<file path="config.mk">
export PLATFORM = sky130hd
export DESIGN_NAME = ccr_config_regs
export DESIGN_NICKNAME = d
export VERILOG_FILES = /design/src/verilog/ccr_pkg.sv /design/src/verilog/ccr_otp_loader.sv /design/src/verilog/ccr_config_regs.sv
export SDC_FILE = /design/constraint.sdc
export NUM_CORES = 1
export LEC_CHECK = 0
export BUFFER_PORTS_ARGS = -buffer_cell sky130_fd_sc_hd__buf_2
export CAP_MARGIN = 20
export CORE_MARGIN = 2
export CORE_UTILIZATION = 44
export DETAILED_ROUTE_END_ITERATION = 6
export PLACE_DENSITY_LB_ADDON = 0.05
export SYNTH_ARGS = -nofsm -noshare
export SYNTH_HDL_FRONTEND = slang
export SYNTH_SLANG_ARGS = --single-unit
</file>
<file path="constraint.sdc">
create_clock -name ref_clk -period 1.2 [get_ports ref_clk]
set_input_delay 0.12 -clock ref_clk [delete_from_list [all_inputs] [get_ports ref_clk]]
set_output_delay 0.12 -clock ref_clk [all_outputs]
set_load 0.02 [all_outputs]
</file>
<file path="src/verilog/ccr_pkg.sv">
package ccr_pkg;

  // ==========================================================
  // Register offsets
  localparam logic [7:0] CCR_ADDR_LOAD = 8'h07;
  localparam logic [7:0] CCR_ADDR_TEMP = 8'h08;
  localparam logic [7:0] CCR_ADDR_OTP_ONLY = 8'h0a;

  // ==========================================================
  // Reset values
  localparam logic [7:0] CCR_LOAD_RST = 8'h13;
  localparam logic [7:0] CCR_TEMP_RST = 8'hee;
  localparam logic [1:0] CCR_NOLOAD_RST = 2'h0;
  localparam logic [1:0] CCR_IPK_RST = 2'h3;
  // Regulation voltage code until the one-time store is read
  localparam logic [2:0] CCR_VREG_RST = 3'h4;

  // ==========================================================
  // One-time store field positions
  localparam int CCR_OTP_VREG_HI = 6;
  localparam int CCR_OTP_VREG_LO = 4;
  localparam int CCR_OTP_NOLOAD_HI = 7;
  localparam int CCR_OTP_NOLOAD_LO = 6;
  localparam int CCR_OTP_STOP_BIT = 4;
  localparam int CCR_OTP_VIN_BIT = 3;
  localparam int CCR_OTP_TMR_BIT = 7;
  localparam int CCR_OTP_PRE_BIT = 3;

  // ==========================================================
  // Thermistor zone codes and voltage reduction codes
  localparam logic [2:0] CCR_ZONE_NORMAL = 3'h0;
  localparam logic [2:0] CCR_ZONE_WARM = 3'h1;
  localparam logic [2:0] CCR_ZONE_COOL = 3'h2;
  localparam logic [2:0] CCR_ZONE_COLD = 3'h3;
  localparam logic [2:0] CCR_ZONE_HOT = 3'h4;
  localparam logic [1:0] CCR_REDUCE_NONE = 2'h0;
  localparam logic [1:0] CCR_REDUCE_100MV = 2'h1;
  localparam logic [1:0] CCR_REDUCE_200MV = 2'h2;
  localparam logic [7:0] CCR_READ_ZERO = 8'h00;

  // ==========================================================
  // Register layouts, msb first
  typedef struct packed {
    logic [1:0] no_load_threshold;
    logic battery_overvoltage_flag;
    logic temp_window_stop;
    logic input_overvoltage_level;
    logic switching_frequency_select;
    logic [1:0] boost_peak_current_limit;
  } ccr_load_cfg_s;

  typedef struct packed {
    logic temp_voltage_reduction;
    logic temp_current_reduction;
    logic hot_threshold;
    logic [1:0] warm_threshold;
    logic [1:0] cool_threshold;
    logic cold_threshold;
  } ccr_temp_cfg_s;

  typedef struct packed {
    logic [2:0] charge_regulation_voltage;
    logic [1:0] no_load_threshold;
    logic temp_window_stop;
    logic input_overvoltage_level;
    logic safety_timer_select;
    logic precharge_threshold_select;
  } ccr_otp_s;

  localparam ccr_otp_s CCR_OTP_RST = '{CCR_VREG_RST, CCR_NOLOAD_RST, 1'b1, 1'b0, 1'b0, 1'b0};

  typedef enum logic [1:0] {
    CCR_LD_CAPTURE,
    CCR_LD_APPLY,
    CCR_LD_DONE
  } ccr_ld_state_e;

endpackage : ccr_pkg

</file>
<file path="src/verilog/ccr_otp_loader.sv">
`timescale 1ns/10ps
module ccr_otp_loader (
  // Clock and reset
  input wire logic ref_clk,
  input wire logic reset,
  // One-time store words
  input wire logic [7:0] otp_word_02,
  input wire logic [7:0] otp_word_07,
  input wire logic [7:0] otp_word_0a,
  // Reload request from register reset
  input wire logic reload,
  // Decoded values and apply strobe
  output ccr_pkg::ccr_otp_s otp_vals,
  output logic otp_apply
);
  import ccr_pkg::*;

  ccr_ld_state_e state_ff;
  ccr_otp_s otp_ff;

  // ==========================================================
  // Sequencing: capture once after release, then apply; apply again on each reload seen in DONE
  always_ff @(posedge ref_clk) begin
    if (reset) begin
      state_ff <= CCR_LD_CAPTURE;
    end else begin
      case (state_ff)
        CCR_LD_CAPTURE: state_ff <= CCR_LD_APPLY;
        CCR_LD_APPLY: state_ff <= CCR_LD_DONE;
        CCR_LD_DONE: state_ff <= reload ? CCR_LD_APPLY : CCR_LD_DONE;
        default: state_ff <= CCR_LD_CAPTURE;
      endcase
    end
  end

  // ==========================================================
  // Store is read once; register reset never touches it
  always_ff @(posedge ref_clk) begin
    if (reset) begin
      otp_ff <= CCR_OTP_RST;
    end else if (state_ff == CCR_LD_CAPTURE) begin
      otp_ff.charge_regulation_voltage <= otp_word_02[CCR_OTP_VREG_HI:CCR_OTP_VREG_LO];
      otp_ff.no_load_threshold <= otp_word_07[CCR_OTP_NOLOAD_HI:CCR_OTP_NOLOAD_LO];
      otp_ff.temp_window_stop <= otp_word_07[CCR_OTP_STOP_BIT];
      otp_ff.input_overvoltage_level <= otp_word_07[CCR_OTP_VIN_BIT];
      otp_ff.safety_timer_select <= otp_word_0a[CCR_OTP_TMR_BIT];
      otp_ff.precharge_threshold_select <= otp_word_0a[CCR_OTP_PRE_BIT];
    end
  end

  assign otp_vals = otp_ff;
  assign otp_apply = (state_ff == CCR_LD_APPLY);

endmodule : ccr_otp_loader

</file>
<file path="src/verilog/ccr_config_regs.sv">
`timescale 1ns/10ps
module ccr_config_regs (
  // Clock and reset
  input wire logic ref_clk,
  input wire logic reset,
  // Register access, decoded from the serial bus
  input wire logic reg_wr,
  input wire logic reg_rd,
  input wire logic [7:0] reg_addr,
  input wire logic [7:0] reg_wdata,
  input wire logic reg_rst_req,
  output logic [7:0] reg_rdata_ff,
  output logic reg_rvalid_ff,
  // One-time store words
  input wire logic [7:0] otp_word_02,
  input wire logic [7:0] otp_word_07,
  input wire logic [7:0] otp_word_0a,
  // Analog status inputs
  input wire logic battery_overvoltage_flag_in,
  input wire logic [2:0] temp_zone_in,
  // Configuration to the analog core
  output ccr_pkg::ccr_load_cfg_s cfg_load_ff,
  output ccr_pkg::ccr_temp_cfg_s cfg_temp_ff,
  output ccr_pkg::ccr_otp_s otp_cfg_ff,
  // Temperature control
  output logic [2:0] temp_status_ff,
  output logic charge_suspend_ff,
  output logic boost_suspend_ff,
  output logic [1:0] vreg_reduce_ff
);
  import ccr_pkg::*;

  logic [3:0] sync1_ff;
  logic [3:0] sync2_ff;
  logic ovp_sync;
  logic [2:0] zone_sync;
  logic out_of_window;
  logic warm_or_cool;
  logic wr_load;
  logic wr_temp;
  logic otp_apply;
  ccr_otp_s otp_vals;
  logic [2:0] zone_prev_ff;
  logic [2:0] zone_ff;

  // ==========================================================
  // Pin synchronisers
  always_ff @(posedge ref_clk) begin
    if (reset) begin
      sync1_ff <= 4'h0;
      sync2_ff <= 4'h0;
    end else begin
      sync1_ff <= {battery_overvoltage_flag_in, temp_zone_in};
      sync2_ff <= sync1_ff;
    end
  end

  assign ovp_sync = sync2_ff[3];
  // Zone taken only once two samples agree; hides codes caught mid-change
  always_ff @(posedge ref_clk) begin
    if (reset) begin
      zone_prev_ff <= CCR_ZONE_NORMAL;
      zone_ff <= CCR_ZONE_NORMAL;
    end else begin
      zone_prev_ff <= sync2_ff[2:0];
      if (sync2_ff[2:0] == zone_prev_ff) begin
        zone_ff <= zone_prev_ff;
      end
    end
  end

  assign zone_sync = zone_ff;
  assign out_of_window = (zone_sync == CCR_ZONE_HOT) || (zone_sync == CCR_ZONE_COLD);
  assign warm_or_cool = (zone_sync == CCR_ZONE_WARM) || (zone_sync == CCR_ZONE_COOL);
  assign wr_load = reg_wr && (reg_addr == CCR_ADDR_LOAD);
  assign wr_temp = reg_wr && (reg_addr == CCR_ADDR_TEMP);

  // ==========================================================
  // One-time store loader
  ccr_otp_loader u_otp_loader (
    .ref_clk(ref_clk),
    .reset(reset),
    .otp_word_02(otp_word_02),
    .otp_word_07(otp_word_07),
    .otp_word_0a(otp_word_0a),
    .reload(reg_rst_req),
    .otp_vals(otp_vals),
    .otp_apply(otp_apply)
  );

  // ==========================================================
  // Load and protection register
  always_ff @(posedge ref_clk) begin
    if (reset || reg_rst_req) begin
      cfg_load_ff <= CCR_LOAD_RST;
    end else begin
      if (otp_apply) begin
        cfg_load_ff.no_load_threshold <= otp_vals.no_load_threshold;
        cfg_load_ff.temp_window_stop <= otp_vals.temp_window_stop;
        cfg_load_ff.input_overvoltage_level <= otp_vals.input_overvoltage_level;
      end
      if (wr_load) begin
        cfg_load_ff.no_load_threshold <= reg_wdata[7:6];
        cfg_load_ff.temp_window_stop <= reg_wdata[4];
        cfg_load_ff.input_overvoltage_level <= reg_wdata[3];
        cfg_load_ff.switching_frequency_select <= reg_wdata[2];
        cfg_load_ff.boost_peak_current_limit <= reg_wdata[1:0];
      end
      // Flag follows the comparator; writes cannot touch it
      cfg_load_ff.battery_overvoltage_flag <= ovp_sync;
    end
  end

  // ==========================================================
  // Temperature profile register
  always_ff @(posedge ref_clk) begin
    if (reset || reg_rst_req) begin
      cfg_temp_ff <= CCR_TEMP_RST;
    end else if (wr_temp) begin
      cfg_temp_ff <= reg_wdata;
    end
  end

  // ==========================================================
  // One-time values held for the core
  always_ff @(posedge ref_clk) begin
    if (reset) begin
      otp_cfg_ff <= CCR_OTP_RST;
    end else if (otp_apply) begin
      otp_cfg_ff <= otp_vals;
    end
  end

  // ==========================================================
  // Read port; hidden and unmapped offsets read zero
  always_ff @(posedge ref_clk) begin
    if (reset) begin
      reg_rdata_ff <= CCR_READ_ZERO;
      reg_rvalid_ff <= 1'b0;
    end else begin
      reg_rvalid_ff <= reg_rd;
      if (reg_rd) begin
        case (reg_addr)
          CCR_ADDR_LOAD: reg_rdata_ff <= cfg_load_ff;
          CCR_ADDR_TEMP: reg_rdata_ff <= cfg_temp_ff;
          default: reg_rdata_ff <= CCR_READ_ZERO;
        endcase
      end
    end
  end

  // ==========================================================
  // Thermistor window handling
  always_ff @(posedge ref_clk) begin
    if (reset) begin
      temp_status_ff <= CCR_ZONE_NORMAL;
      charge_suspend_ff <= 1'b0;
      boost_suspend_ff <= 1'b0;
    end else begin
      temp_status_ff <= zone_sync;
      charge_suspend_ff <= cfg_load_ff.temp_window_stop && out_of_window;
      boost_suspend_ff <= cfg_load_ff.temp_window_stop && out_of_window;
    end
  end

  always_ff @(posedge ref_clk) begin
    if (reset) begin
      vreg_reduce_ff <= CCR_REDUCE_NONE;
    end else if (!warm_or_cool) begin
      vreg_reduce_ff <= CCR_REDUCE_NONE;
    end else begin
      vreg_reduce_ff <= cfg_temp_ff.temp_voltage_reduction ? CCR_REDUCE_200MV
                                                           : CCR_REDUCE_100MV;
    end
  end
endmodule : ccr_config_regs

</file>
==> results.cfg, run 1 <==
[run_status]
status = complete, no violations

[clocking]
cts_tree = yes
clock-root-buffer = clkbuf_8
clockBufferDepth = 2
cts_setup_buffers = 0
clock_sink_count = 65
htreeDepth = 3
clkSlewWorstSetupHoldPaths_ns = 0.07
cts_buffers = 9
worstSkewPairLatency_ns = 0.33

[global_route]
grtUsageTotal = 0.192
grt_pass1_vias = 2034
grt_max_degree = 21
grtUsageMet1 = 0.235
grt_antenna_before_repair = 0
grt_pass1_wl_mm = 9.38
top_usage_layer = met2
grtUsageMet3 = 0.0837
grt-ovfl-total = 0
met2_usage = 0.308

[yosys]
synth-compound-area-share = 0.111
synthCells = 276
ys_top_cells_by_count = dfxtp_1 (65), nand2_1 (49), nor2b_1 (27), nor2_1 (21), o21ai_0 (17)
synth_fa_ha_area_frac = 0
syn_area_um2 = 2530
yosys.area.top_type_share = 0.513
synth-main-ff-cell = dfxtp_1
muxShareOfSynthArea = 0.0681
yosys-top-cells-area = dfxtp_1 (51%), nand2_1 (7.3%), nor2b_1 (6.7%)
synth.distinct_cells = 38
synth_nets = 325
synthSimpleGateAreaFrac = 0.265
synth_edf_count = 0
yosys_warnings = 0
synth-seq-cells = 65
syn_avg_cell_area_um2 = 9.18
async_flop_share = 0
synth_top_family_by_area = simple AND/OR/NAND/NOR gates
yosysSeqAreaShare = 0.513
synth_most_common_cell = dfxtp_1
synth_xor_area_frac = 0.0138
synth_area_leader_cell = dfxtp_1

[cells_and_area]
diodes = 0
final_nets = 427
design_area_um2 = 3400
syn_to_final_growth_pct = 34.2
final_cells = 455
final_layout_size_suffix_gt1_frac = 0.332

[drt]
ant_nets = 0
firstDrtPassIters = 4
wl_per_cell_um = 12.4
via_per_inst = 4.80
drc_errors = 0
num_vias = 2186
drt_iter0_markers = 67
totalWireLength_mm = 5.66

[critical_path]
cp_max_fo = 3
crit_slowest_cell = dfxtp_2
crit_path_start_kind = register
endpoint_kind = register
worstPathRequired_ns = 1.42
crit_arrival_ns = 1.41
critical-path-max-stage-delay_ns = 0.33
cp_cell_sequence = xor2_2 -> nor3_4 -> mux2_4
crit_type = register to register

[power_and_ir_drop]
p_sw_w = 0.00106
power.total_w = 0.00437
seq_power_share = 0.520
sw_frac_of_total = 0.243
combPwrFrac = 0.110
p_leak_nw = 1.53
peakVddDrop_mv = 0.874
p_int_w = 0.00331
clkPwrFrac = 0.371
p_per_area_nw_per_um2 = 1290

[sta]
fmax_mhz = 838
relSlewSlack = 0.749
post-route-period-util = 0.994
setup_ws_ns = 0.00669
hold_viol_final = 0
slew_viol_final = 0
setup_viol_count_final = 0
rsz0062_at_grt = yes
fin_crit_ns = 1.19
hold_slack_ns = 0.0202
tightest_slew_ns = 0.377
fin_skew_ns = 0.00382

[placement]
hpwl_mm = 4.14
placed_area_um2 = 3110
dp_cells = 430
finalWeightedCongestion = 0.782
pre_cts_slack_ns = -0.157
io_buffers = 74

[die]
start_util = 0.458
io_pins = 90
die_w_um = 79.9
die_y_um = 79.9
core_um2 = 5540
die_area_um2 = 6380
num_rows = 27

[run]
drv_cap = 0

[min_path]
hp-class = input pin to register
==> flip-flops by register name (all words and copies together), names as in the netlist <==
signal                 count
boost_suspend_ff           1
zone_ff                    3
zone_prev_ff               3
sync2_ff                   4
reg_rdata_ff               8
u_otp_loader.state_ff      2
cfg_load_ff                8
otp_cfg_ff                 9
u_otp_loader.otp_vals      9
reg_rvalid_ff              1
cfg_temp_ff                8
sync1_ff                   4
temp_status_ff             3
vreg_reduce_ff             2
==> timing repair <==
action,in CTS,in global routing
gates resized for setup,2,7
hold buffers,8,1
endpoints found under the setup margin,3,5
pin swaps,1,2
endpoints found under the hold margin,8,1
==> power groups by stage <==
stage / registers, W / clock network [W] / logic [W]
floorplan: 0.00234 / 0 / 0.000222
global placement: 0.00232 / 0 / 0.000446
detailed placement: 0.00232 / 0 / 0.000449
CTS: 0.00227 / 0.00170 / 0.000474
global route: 0.00228 / 0.00180 / 0.000535
finish: 0.00227 / 0.00162 / 0.000480
==> cells in the final DEF (no fill, tap or decap), drive strengths merged, types with 4 or more instances in the layout <==
cell / count
a211oi: 4
a21oi: 16
a32oi: 7
buf: 97
clkbuf: 13
dfxtp: 65
dlygate4sd3: 9
mux2i: 15
nand2: 49
nand3: 6
nor2: 21
nor2b: 27
nor4: 4
o21ai: 17
==> final timing paths <==
kind                   start                       end  slack, ns  depth (start not counted)
max reg2reg  zone_prev_ff[2]                zone_ff[2]      0.007                          3
min reg2reg      sync2_ff[3]            cfg_load_ff[5]       0.42                          1
min           otp_word_0a[3]  u_otp_loader.otp_vals[0]       0.02                          3
max          zone_prev_ff[2]                zone_ff[2]      0.007                          3
==> cell families (layout without fill, tap and decap cells) <==
logic type	count (synthesis)	after routing
xor+xnor	4	4
buf+inv	18	125
flops	65	65
compound gates	47	47
simple gates	125	125
mux	17	17
==> stage by stage <==
stage | TNS (ns) | utilization
3_5_place_dp | -1.56 | 0.561
2_1_floorplan | 0 | -
6_report | 0 | 0.614
3_3_place_gp | -1.10 | 0.561
4_1_cts | 0 | 0.608
5_1_grt | -0.0570 | 0.614
==> cell type report <==
type                       count  area [um^2]
clock inverter                 3         15.0
multi-input combinational    193         1190
tap                           72         90.1
fill                         525         2140
clock buffer                  13          159
timing repair buffer         106          633
sequential                    65         1310
inverter                       3         11.3
==> critical path: cells and delay by family, from the launching register on <==
kind | cells | cell delay, ns
xor+xnor | 1 | 0.19
flops | 1 | 0.33
mux | 1 | 0.32
simple gates | 1 | 0.24
==> layer usage <==
metal  share of wire  wire length (um)
met1            0.45              2570
met4           0.011                60
met2            0.47              2690
met3           0.060               338
met5               0                 0
(Power assumes the default switching activity.)
==> inputs of run 2 (changes only) <==
--- a/config.mk
+++ b/config.mk
@@ -7,6 +7,7 @@
 export LEC_CHECK = 0
 export BUFFER_PORTS_ARGS = -buffer_cell sky130_fd_sc_hd__buf_2
 export CAP_MARGIN = 20
+export CORE_ASPECT_RATIO = 1.1
 export CORE_MARGIN = 2
 export CORE_UTILIZATION = 44
 export DETAILED_ROUTE_END_ITERATION = 6
==> results.cfg, run 2 (synthesis gave the netlist of run 1 again) <==
[drt]
drt_iter0_markers = 67
wl_met2_mm = 2.69
num_vias = 2155
wl_per_cell_um = 12.5
firstDrtPassIters = 4
via_per_inst = 4.76
wl_met1_mm = 2.56
met3_length_um = 310
totalWireLength_mm = 5.64
ant_nets = 0
topRoutingLayerUsed = met4
drc_errors = 0

[sta]
setup_viol_count_final = 0
fin_crit_ns = 1.19
setup_tns_ns = 0
post-route-period-util = 0.992
rsz0062_at_grt = yes
slew_viol_final = 0
fin_skew_ns = 0.00781
fmax_mhz = 840
tightest_slew_ns = 0.489
hold_viol_final = 0
relSlewSlack = 0.673

[cells_and_area]
syn_to_final_growth_pct = 32.6
postLayoutCoreUtil = 0.594
design_area_um2 = 3360
layout_commonest_cell = buf_2
final_cells = 453
layout_common_cells = buf_2 (74), dfxtp_1 (64), nand2_1 (49)
final_nets = 421
diodes = 0
final_layout_size_suffix_gt1_frac = 0.327

[die]
die_w_um = 76.4
core_um2 = 5660
io_pins = 90
num_rows = 29
die_area_um2 = 6380
start_util = 0.448
die_y_um = 83.6

[global_route]
grt_antenna_before_repair = 0
grt_pass1_vias = 2020
grt_max_degree = 36
grt_pass1_wl_mm = 9.44
grt-ovfl-total = 0
grtUsageTotal = 0.184

[power_and_ir_drop]
power.total_w = 0.00440
p_leak_nw = 1.51
p_per_area_nw_per_um2 = 1310
peakVddDrop_mv = 0.783

[critical_path]
endpoint_kind = register
crit_type = register to register
crit_path_start_kind = register
crit_arrival_ns = 1.41
cp_max_fo = 3
worstPathRequired_ns = 1.42

[clocking]
worstSkewPairLatency_ns = 0.33
clock-root-buffer = clkbuf_8
clock_sink_count = 65
clockBufferDepth = 2
clkSlewWorstSetupHoldPaths_ns = 0.07
cts_tree = yes
htreeDepth = 3
cts_buffers = 9

[placement]
hpwl_mm = 4.22
io_buffers = 74
finalWeightedCongestion = 0.799
placed_area_um2 = 3120
dp_cells = 433

[run_status]
status = complete, no violations

[min_path]
hp-class = input pin to register

[run]
drv_cap = 0
-- run 2: cell count changes in the layout (fill, tap and decap cells not counted), sizes merged --
cell         delta
clkbuf          -1
dlygate4sd3     -4
buf             -2
-- run 2: worst max-delay path, cell delays in order, from the launching register on --
cell	delay (ns)
dfxtp_1	0.33
xor2_1	0.18
nor3_2	0.22
mux2_2	0.35
-- run 2: where the power goes --
part / switching [W] / internal, W / total (W)
Sequential: 0.0000391 / 0.00223 / 0.00227
Clock: 0.000769 / 0.000897 / 0.00167
Combinational: 0.000249 / 0.000215 / 0.000465
-- run 2: cell type report --
class	instances	area, um^2
clock buffer	12	165
multi-input combinational	193	1170
sequential	65	1300
fill	545	2300
timing repair buffer	100	603
clock inverter	3	15.0
inverter	3	11.3
tap	77	96.3
-- run 2: worst paths after layout --
path                   startpoint                       end  slack [ns]  depth (start not counted)
setup reg to reg  zone_prev_ff[0]                zone_ff[2]        0.01                          3
hold / removal     otp_word_02[6]  u_otp_loader.otp_vals[8]        0.01                          3
setup / recovery  zone_prev_ff[0]                zone_ff[2]        0.01                          3
hold reg to reg       sync2_ff[3]            cfg_load_ff[5]        0.43                          1
-- run 2: routing by layer --
layer | up-vias | GRT usage
met2 | 60 | 0.306
met4 | 0 | 0.0876
li1 | 1129 | -
met5 | - | 0
met3 | 6 | 0.0390
met1 | 960 | 0.229
-- run 2: through the flow --
stage	hold slack, ns	setup WS (ns)
after floorplan	0.244	0.0104
after global placement	0.331	-0.138
after detailed placement	0.333	-0.179
after CTS	0.000944	0.00862
after global routing	0.0191	-0.0110
final	0.0143	0.00958
-- run 2: timing repair --
action	CTS	global route
setup endpoints to repair	5	3
buffers inserted	0	0
hold endpoints to repair	5	0
hold buffers	5	0
gates resized for setup	2	1
cloned	0	0
pin swaps	1	0
